### src/shared/rate_ctrl_consts.svh
// Register offsets, field positions, reset values and timing constants
`ifndef RATE_CTRL_CONSTS_SVH
`define RATE_CTRL_CONSTS_SVH
`define OFS_SOFT_RESET   7'h14
`define OFS_IRQ_CTRL     7'h15
`define OFS_PIN_SETUP    7'h16
`define OFS_ROUTING      7'h18
`define OFS_SELF_TEST    7'h3C
`define SOFT_RESET_KEY   8'hB6
`define IRQ_CTRL_OFF     8'h00
`define IRQ_CTRL_ON      8'h80
`define ROUTE_NONE       8'h00
`define ROUTE_A          8'h01
`define ROUTE_B          8'h80
`define ROUTE_BOTH       8'h81
`define RST_IRQ_CTRL     8'h00
`define RST_PIN_SETUP    4'h0
`define RST_ROUTING      8'h00
`define PIN_B_DRIVE_BIT  3
`define PIN_B_POL_BIT    2
`define PIN_A_DRIVE_BIT  1
`define PIN_A_POL_BIT    0
`define ST_HEALTH_BIT    4
`define ST_FAIL_BIT      2
`define ST_DONE_BIT      1
`define ST_START_BIT     0
`define CLK_MHZ          125
`define SOFT_RESET_MS    30
`define SOFT_RESET_CYC   (`SOFT_RESET_MS * 1000 * `CLK_MHZ)
`define SELF_TEST_CYC    64
`endif

### src/shared/rate_ctrl_pkg.sv
// Types shared by the rate sensor control blocks
package rate_ctrl_pkg;
  typedef logic [7:0] reg_byte_t;
  typedef logic [6:0] reg_addr_t;
  typedef enum logic [1:0] {
    TEST_IDLE,
    TEST_RUN,
    TEST_DONE
  } test_state_t;
endpackage

### src/shared/irq_pin_if.sv
// Pin setup bundle between the register bank and the pin driver
`timescale 1ns/1ps
interface irq_pin_if;
  logic event_a;
  logic event_b;
  logic [3:0] setup;
  modport bank (output event_a, output event_b, output setup);
  modport pins (input event_a, input event_b, input setup);
endinterface

### src/rtl/irq_pin_drive.sv
// Polarity and drive type of the two interrupt pins
`timescale 1ns/1ps
`include "rate_ctrl_consts.svh"
module irq_pin_drive (
  input  wire logic i_clk_sys,
  input  wire logic i_resetn,
  input  wire logic i_ce,
  irq_pin_if.pins   pin_if,
  output logic      o_irq_pin_a,
  output logic      o_irq_pin_a_oe,
  output logic      o_irq_pin_b,
  output logic      o_irq_pin_b_oe
);
  logic [1:0] lvl_ff;
  logic [1:0] oe_ff;
  logic [1:0] evt;
  logic [1:0] pol;
  logic [1:0] od;

  assign evt = {pin_if.event_b, pin_if.event_a};
  assign pol = {pin_if.setup[`PIN_B_POL_BIT], pin_if.setup[`PIN_A_POL_BIT]};
  assign od  = {pin_if.setup[`PIN_B_DRIVE_BIT],
                pin_if.setup[`PIN_A_DRIVE_BIT]};

  // ------------------------------------------------------------
  // Pin level and enable per pin
  // ------------------------------------------------------------
  for (genvar p = 0; p < 2; p++) begin : g_pin
    always_ff @(posedge i_clk_sys) begin
      if (!i_resetn) begin
        lvl_ff[p] <= 1'b1;
        oe_ff[p]  <= 1'b1;
      end else if (i_ce) begin
        lvl_ff[p] <= evt[p] ~^ pol[p];
        // Open drain drives only the low level
        oe_ff[p]  <= od[p] ? ~(evt[p] ~^ pol[p]) : 1'b1;
      end
    end
  end

  assign o_irq_pin_a    = lvl_ff[0];
  assign o_irq_pin_a_oe = oe_ff[0];
  assign o_irq_pin_b    = lvl_ff[1];
  assign o_irq_pin_b_oe = oe_ff[1];
endmodule

### src/rtl/rate_sensor_ctrl_regs.sv
// Control register bank of the rate sensor part
`timescale 1ns/1ps
`include "rate_ctrl_consts.svh"
// How it works
// - Only 0xB6 written to the soft reset register starts a reset.
// - All settings return to reset values 30 ms after the request.
// - Soft reset is accepted in any power mode.
// - Control 0x00 blocks the ready interrupt; 0x80 raises it on new samples.
// - Setup bit 3: pin B push-pull at 0, open drain at 1.
// - Setup bit 2: pin B active low at 0, active high at 1.
// - Setup bit 1: pin A push-pull at 0, open drain at 1.
// - Setup bit 0: pin A active low at 0, active high at 1.
// - Routing 0x00 sends the ready interrupt to no pin.
// - Routing 0x01 sends the ready interrupt to pin A only.
// - Routing 0x80 sends the ready interrupt to pin B only.
// - Routing 0x81 sends the ready interrupt to both pins.
// - Writing 1 to self-test bit 0 starts the built-in test.
// - Self-test bit 1 becomes 1 when the test has finished.
// - Bit 2 reports fail (1) or pass (0) while bit 1 is set.
// - Bit 4 reads 1 when the sensor works properly; resets to 0.
module rate_sensor_ctrl_regs #(
  parameter int unsigned SOFT_RESET_CYCLES = `SOFT_RESET_CYC,
  parameter int unsigned SELF_TEST_CYCLES  = `SELF_TEST_CYC
) (
  input  wire logic                  i_clk_sys,
  input  wire logic                  i_resetn,
  input  wire logic                  i_ce,
  input  wire logic                  i_wr_en,
  input  wire logic                  i_rd_en,
  input  wire rate_ctrl_pkg::reg_addr_t i_addr,
  input  wire rate_ctrl_pkg::reg_byte_t i_wdata,
  input  wire logic                  i_new_sample,
  input  wire logic                  i_sensor_ok,
  input  wire logic                  i_test_fail,
  output rate_ctrl_pkg::reg_byte_t   o_rdata,
  output logic                       o_soft_reset_busy,
  output logic                       o_irq_pin_a,
  output logic                       o_irq_pin_a_oe,
  output logic                       o_irq_pin_b,
  output logic                       o_irq_pin_b_oe
);
  import rate_ctrl_pkg::*;

  localparam int unsigned CW = $clog2(SOFT_RESET_CYCLES + 1);
  localparam int unsigned TW = $clog2(SELF_TEST_CYCLES + 1);

  irq_pin_if pin_if ();

  reg_byte_t   irq_ctrl_ff;
  logic [3:0]  pin_setup_ff;
  reg_byte_t   routing_ff;
  logic        health_ff;
  logic        done_ff;
  logic        fail_ff;
  test_state_t test_ff;
  logic [TW-1:0] test_cnt_ff;
  logic        srst_busy_ff;
  logic [CW-1:0] srst_cnt_ff;
  logic        srst_fire;
  logic        wr_srst;
  logic        wr_test;
  logic        sample_irq;
  reg_byte_t   nxt_rdata;
  reg_byte_t   rdata_ff;

  // ----------------------------------------------------------
  // Write decode
  // ----------------------------------------------------------
  assign wr_srst = i_wr_en && (i_addr == `OFS_SOFT_RESET)
                   && (i_wdata == `SOFT_RESET_KEY);
  assign wr_test = i_wr_en && (i_addr == `OFS_SELF_TEST)
                   && i_wdata[`ST_START_BIT];
  assign srst_fire = srst_busy_ff && (srst_cnt_ff == '0);

  // ----------------------------------------------------------
  // Soft reset delay
  // ----------------------------------------------------------
  always_ff @(posedge i_clk_sys) begin
    if (!i_resetn) begin
      srst_busy_ff <= 1'b0;
      srst_cnt_ff  <= '0;
    end else if (i_ce) begin
      if (wr_srst && !srst_busy_ff) begin
        srst_busy_ff <= 1'b1;
        srst_cnt_ff  <= CW'(SOFT_RESET_CYCLES - 1);
      end else if (srst_fire) begin
        srst_busy_ff <= 1'b0;
      end else if (srst_busy_ff) begin
        srst_cnt_ff <= srst_cnt_ff - 1'b1;
      end
    end
  end
  assign o_soft_reset_busy = srst_busy_ff;

  // ----------------------------------------------------------
  // Configuration registers
  // ----------------------------------------------------------
  always_ff @(posedge i_clk_sys) begin
    if (!i_resetn) begin
      irq_ctrl_ff  <= `RST_IRQ_CTRL;
      pin_setup_ff <= `RST_PIN_SETUP;
      routing_ff   <= `RST_ROUTING;
    end else if (i_ce) begin
      if (srst_fire) begin
        irq_ctrl_ff  <= `RST_IRQ_CTRL;
        pin_setup_ff <= `RST_PIN_SETUP;
        routing_ff   <= `RST_ROUTING;
      end else if (i_wr_en) begin
        case (i_addr)
          `OFS_IRQ_CTRL:  irq_ctrl_ff  <= i_wdata;
          `OFS_PIN_SETUP: pin_setup_ff <= i_wdata[3:0];
          `OFS_ROUTING:   routing_ff   <= i_wdata;
          default: ;
        endcase
      end
    end
  end

  // ----------------------------------------------------------
  // Self-test sequencer
  // ----------------------------------------------------------
  always_ff @(posedge i_clk_sys) begin
    if (!i_resetn) begin
      test_ff     <= TEST_IDLE;
      test_cnt_ff <= '0;
      done_ff     <= 1'b0;
      fail_ff     <= 1'b0;
    end else if (i_ce) begin
      if (srst_fire) begin
        test_ff <= TEST_IDLE;
        done_ff <= 1'b0;
        fail_ff <= 1'b0;
      end else begin
        case (test_ff)
          TEST_IDLE, TEST_DONE: begin
            if (wr_test) begin
              test_ff     <= TEST_RUN;
              test_cnt_ff <= TW'(SELF_TEST_CYCLES - 1);
              done_ff     <= 1'b0;
              fail_ff     <= 1'b0;
            end
          end
          TEST_RUN: begin
            if (test_cnt_ff == '0) begin
              test_ff <= TEST_DONE;
              done_ff <= 1'b1;
              fail_ff <= i_test_fail;
            end else begin
              test_cnt_ff <= test_cnt_ff - 1'b1;
            end
          end
          default: test_ff <= TEST_IDLE;
        endcase
      end
    end
  end

  // ----------------------------------------------------------
  // Sensor health flag
  // ----------------------------------------------------------
  always_ff @(posedge i_clk_sys) begin
    if (!i_resetn) begin
      health_ff <= 1'b0;
    end else if (i_ce) begin
      health_ff <= i_sensor_ok;
    end
  end

  // ----------------------------------------------------------
  // Interrupt enable and routing
  // ----------------------------------------------------------
  assign sample_irq = i_new_sample && (irq_ctrl_ff == `IRQ_CTRL_ON);
  assign pin_if.event_a = sample_irq && ((routing_ff == `ROUTE_A)
                          || (routing_ff == `ROUTE_BOTH));
  assign pin_if.event_b = sample_irq && ((routing_ff == `ROUTE_B)
                          || (routing_ff == `ROUTE_BOTH));
  assign pin_if.setup = pin_setup_ff;

  irq_pin_drive irq_pin_drive_inst (
    .i_clk_sys      (i_clk_sys),
    .i_resetn       (i_resetn),
    .i_ce           (i_ce),
    .pin_if         (pin_if),
    .o_irq_pin_a    (o_irq_pin_a),
    .o_irq_pin_a_oe (o_irq_pin_a_oe),
    .o_irq_pin_b    (o_irq_pin_b),
    .o_irq_pin_b_oe (o_irq_pin_b_oe)
  );

  // ----------------------------------------------------------
  // Read path
  // ----------------------------------------------------------
  always_comb begin
    nxt_rdata = 8'h00;
    case (i_addr)
      `OFS_SOFT_RESET: nxt_rdata = 8'h00;
      `OFS_IRQ_CTRL:   nxt_rdata = irq_ctrl_ff;
      `OFS_PIN_SETUP:  nxt_rdata = {4'h0, pin_setup_ff};
      `OFS_ROUTING:    nxt_rdata = routing_ff;
      `OFS_SELF_TEST: begin
        nxt_rdata[`ST_HEALTH_BIT] = health_ff;
        nxt_rdata[`ST_FAIL_BIT]   = fail_ff;
        nxt_rdata[`ST_DONE_BIT]   = done_ff;
        nxt_rdata[`ST_START_BIT]  = 1'b0;
      end
      default: nxt_rdata = 8'h00;
    endcase
  end

  always_ff @(posedge i_clk_sys) begin
    if (!i_resetn) begin
      rdata_ff <= 8'h00;
    end else if (i_ce && i_rd_en) begin
      rdata_ff <= nxt_rdata;
    end
  end
  assign o_rdata = rdata_ff;
endmodule

### config.mk
export PLATFORM = sky130hd
export DESIGN_NAME = rate_sensor_ctrl_regs
export DESIGN_NICKNAME = d
export VERILOG_FILES = /design/src/shared/rate_ctrl_pkg.sv /design/src/shared/irq_pin_if.sv /design/src/rtl/irq_pin_drive.sv /design/src/rtl/rate_sensor_ctrl_regs.sv
export VERILOG_INCLUDE_DIRS = /design/src /design/src/shared
export SDC_FILE = /design/constraint.sdc
export NUM_CORES = 1
export LEC_CHECK = 0
export ABC_CLOCK_PERIOD_IN_PS = 2800
export BUFFER_PORTS_ARGS = -buffer_cell sky130_fd_sc_hd__buf_2
export CELL_PAD_IN_SITES_DETAIL_PLACEMENT = 0
export CELL_PAD_IN_SITES_GLOBAL_PLACEMENT = 2
export CORE_MARGIN = 2
export CORE_UTILIZATION = 36
export DETAILED_ROUTE_END_ITERATION = 10
export PLACE_DENSITY = 0.86
export SLEW_MARGIN = 10
export SYNTH_ARGS = -nofsm -noshare
export SYNTH_HDL_FRONTEND = slang
export SYNTH_SLANG_ARGS = --single-unit
### constraint.sdc
create_clock -name i_clk_sys -period 2.8 [get_ports i_clk_sys]
set_clock_uncertainty 0.05 [all_clocks]
set_input_delay 0.42 -clock i_clk_sys [delete_from_list [all_inputs] [get_ports i_clk_sys]]
set_output_delay 0.42 -clock i_clk_sys [all_outputs]
set_load 0.1 [all_outputs]
==> impl_metrics.csv <==
group,metric,value,unit
power,pwr_density_cell,491,nW/um2
cts,post_cts_buffers,0,
route,vias,3431,
worst_setup_path,path_class,"reg -> reg",
cts,clk_path_buf_depth,2,
worst_setup_path,arrival,2.55,ns
power,comb_power_share,8.9,%
route,first_iter_violations,198,
sta,hold_viol,0,
sta,rsz0062_at_grt,"no",
logic_synthesis,synth_seq_area_share,38.7,%
sta,finalMaxSlewViolations,0,
die,die_area,10400,um2
finish,layout-drive-gt1-share,17.2,%
sta,tns,0,ns
power,peakVddDrop,0.000255,V
global_route,grt_overflow_total,0,
cts,cts.sinks,67,
outcome,status,"finished clean",
finish,antennaDiodeCount,0,
global_route,antenna_found_initial,0,
cts,cts.clk_slew.worst_paths,0.08,ns
worst_setup_path,cpPeakStageDelay,0.52,ns
logic_synthesis,synth.largest_area_cell,"dfxtp_1",
die,io_pins,36,
die,die_w,102,um
global_route,grt_pass1_wl,16700,um
worst_hold_path,hold_path.class,"in -> reg",
worst_setup_path,crit_fanout,16,
sta,whs,0.256,ns
cts,cts_resized,0,
sta,min_period,2.39,ns
cts,htree_levels,3,
logic_synthesis,synth_area,3470,um2
flow_run,cap_violations,0,
finish,final_nets,464,
finish,area_growth,14.7,%
power,p_leak,1.41,nW
route,post_drt_via_cell_ratio,6.00,
worst_setup_path,end_kind,"register",
logic_synthesis,yosysUniqueCellTypes,65,
placed_design,io_buffers,35,
worst_setup_path,cpLargestDelayFamily,"simple AND/OR/NAND/NOR gates",
route,wl_per_cell,17.9,um
cts,cts-hold-fix-buffers,0,
route,first_pass_iters,5,
worst_setup_path,critPathSlowestCell,"or3b_2",
cts,tritoncts,"done",
logic_synthesis,synth_top_cells_by_area,"dfxtp_1, a21oi_1, nand4_1, o21ai_0, nor2_1",
placed_design,place_hpwl,7370,um
sta,setup-violations-final,0,
global_route,grt_pass1_vias,3297,
placed_design,place_congestion,0.823,
global_route,grt_max_degree,37,
cts,root_buffer,"clkbuf_8",
logic_synthesis,yosysTopAreaCellShare,38.7,%
logic_synthesis,synth.most_common_cell,"dfxtp_1",
route,ant_nets,0,
worst_setup_path,cp_cell_sequence,"inv_1 > ha_1 > or3b_2 > nor3_4 > nand3_1 > buf_4 > a21oi_1 > o22ai_1",
logic_synthesis,yosysWarnings,0,
logic_synthesis,synth-edff-count,0,
sta,relSlewSlack,47.0,%
route,wirelength,10200,um
power,swShare,27.6,%
sta,tightest_slew,0.792,ns
logic_synthesis,synthesis.nets,429,
worst_setup_path,crit_buf_inv,2,
power,p_clk_share,41.6,%
cts,numCtsBuffers,9,
sta,fin_crit_sh,85.3,%
logic_synthesis,avgSynthCellArea,8.60,um2
logic_synthesis,synth_top_flop_cell,"dfxtp_1",
cts,insertion_delay,0.35,ns
logic_synthesis,async_reset_ff_share,0,%
logic_synthesis,synth_seq_cells,67,
die,fp-row-count,35,
sta,max_freq,419,MHz
global_route,grt.total_usage,20.5,%
worst_setup_path,cp-start-kind,"register",
logic_synthesis,ys_top_cells_by_count,"dfxtp_1, a21oi_1, o21ai_0",
route,drc,0,
die,initial_core_util,37.3,%
power,p_seq_share,49.5,%
die,core,9280,um2
power,p_switching,0.539,mW
die,die_h,102,um
power,internal_power,1.41,mW
logic_synthesis,syn_inst,403,
worst_setup_path,required,2.96,ns
## tightest hold or removal path: stages
cell     delay (ns)
buf_2          0.07
mux2i_1        0.05
nor2_1         0.07
## path summary, 6_finish.rpt
| path | startpoint | endpoint | slack [ns] | cells past startpoint |
|---|---|---|---|---|
| worst min register to register | test_cnt_ff[6] | test_cnt_ff[6] | 0.43 | 2 |
| worst max register to register | srst_cnt_ff[0] | test_ff[0] | 0.41 | 8 |
| worst max-delay path | srst_cnt_ff[0] | test_ff[0] | 0.41 | 8 |
| worst min-delay path | i_sensor_ok | health_ff | 0.26 | 3 |
## placed cells by master, fill, tap and decap left out, types with 11 or more instances in the layout
cell | netlist | routed
dfxtp_1 | 67 | 67
a21oi_1 | 38 | 38
buf_2 | 1 | 35
o21ai_0 | 29 | 29
nand4_1 | 25 | 25
nor2_1 | 24 | 24
nand2_1 | 19 | 19
nor3_1 | 16 | 16
buf_4 | 0 | 12
a31oi_1 | 11 | 11
## flip-flops by register name, summed over array words and instances, names as in the netlist, 2 cells and up
signal,cells
pin_if.setup,4
o_rdata,8
irq_ctrl_ff,8
test_cnt_ff,7
srst_cnt_ff,22
test_ff,2
routing_ff,8
## logic make-up (layout without fill, tap and decap cells)
group / Yosys count / in the layout / synth area share, %
XOR/XNOR: 11 / 11 / 2.78
buffers and inverters: 32 / 72 / 4.15
multiplexers: 1 / 1 / 0.289
adder cells (fa/ha/maj): 3 / 3 / 1.08
flip-flops: 67 / 67 / 38.7
AND/OR/NAND/NOR: 156 / 156 / 27.6
AO/OA/AOI/OAI: 133 / 133 / 25.4
## through the flow
step / area [um2] / util [%] / setup slack [ns] / power (mW) / cells
6_report: 3980 / 42.8 / 0.412 / 1.95 / 572
5_1_grt: 3980 / 42.8 / 0.144 / 2.02 / 572
4_1_cts: 3980 / 42.8 / 0.423 / 1.96 / 572
3_5_place_dp: 3780 / 40.8 / 0.453 / 1.16 / 556
3_3_place_gp: 3780 / 40.8 / 0.522 / 1.16 / 556
2_1_floorplan: 3470 / - / 0.490 / 1.10 / 403
## routing by layer
| layer | vias to the layer above | part of all wire (%) | global-route usage [%] |
|---|---|---|---|
| li1 | 1656 | - | - |
| met1 | 1651 | 47 | 27.7 |
| met2 | 111 | 46 | 32.7 |
| met3 | 13 | 5.6 | 4.38 |
| met4 | 0 | 1.6 | 6.56 |
| met5 | - | 0 | 0 |
## power groups by stage
stage,logic (mW),registers (mW),clock network (mW)
2_1_floorplan,0.0591,1.04,0
3_3_place_gp,0.171,0.989,0
3_5_place_dp,0.173,0.989,0
4_1_cts,0.173,0.967,0.823
5_1_grt,0.184,0.968,0.867
6_report,0.174,0.967,0.812
## final cells by class
class | count | area [um2]
flip-flops and latches | 67 | 1340
repair buffers | 47 | 265
inverters | 9 | 33.8
well taps | 129 | 161
multi-input cells | 304 | 1980
clock inverters | 6 | 66.3
fillers | 974 | 5310
clock buffers | 10 | 128
Power figures use the tool's default switching activity.
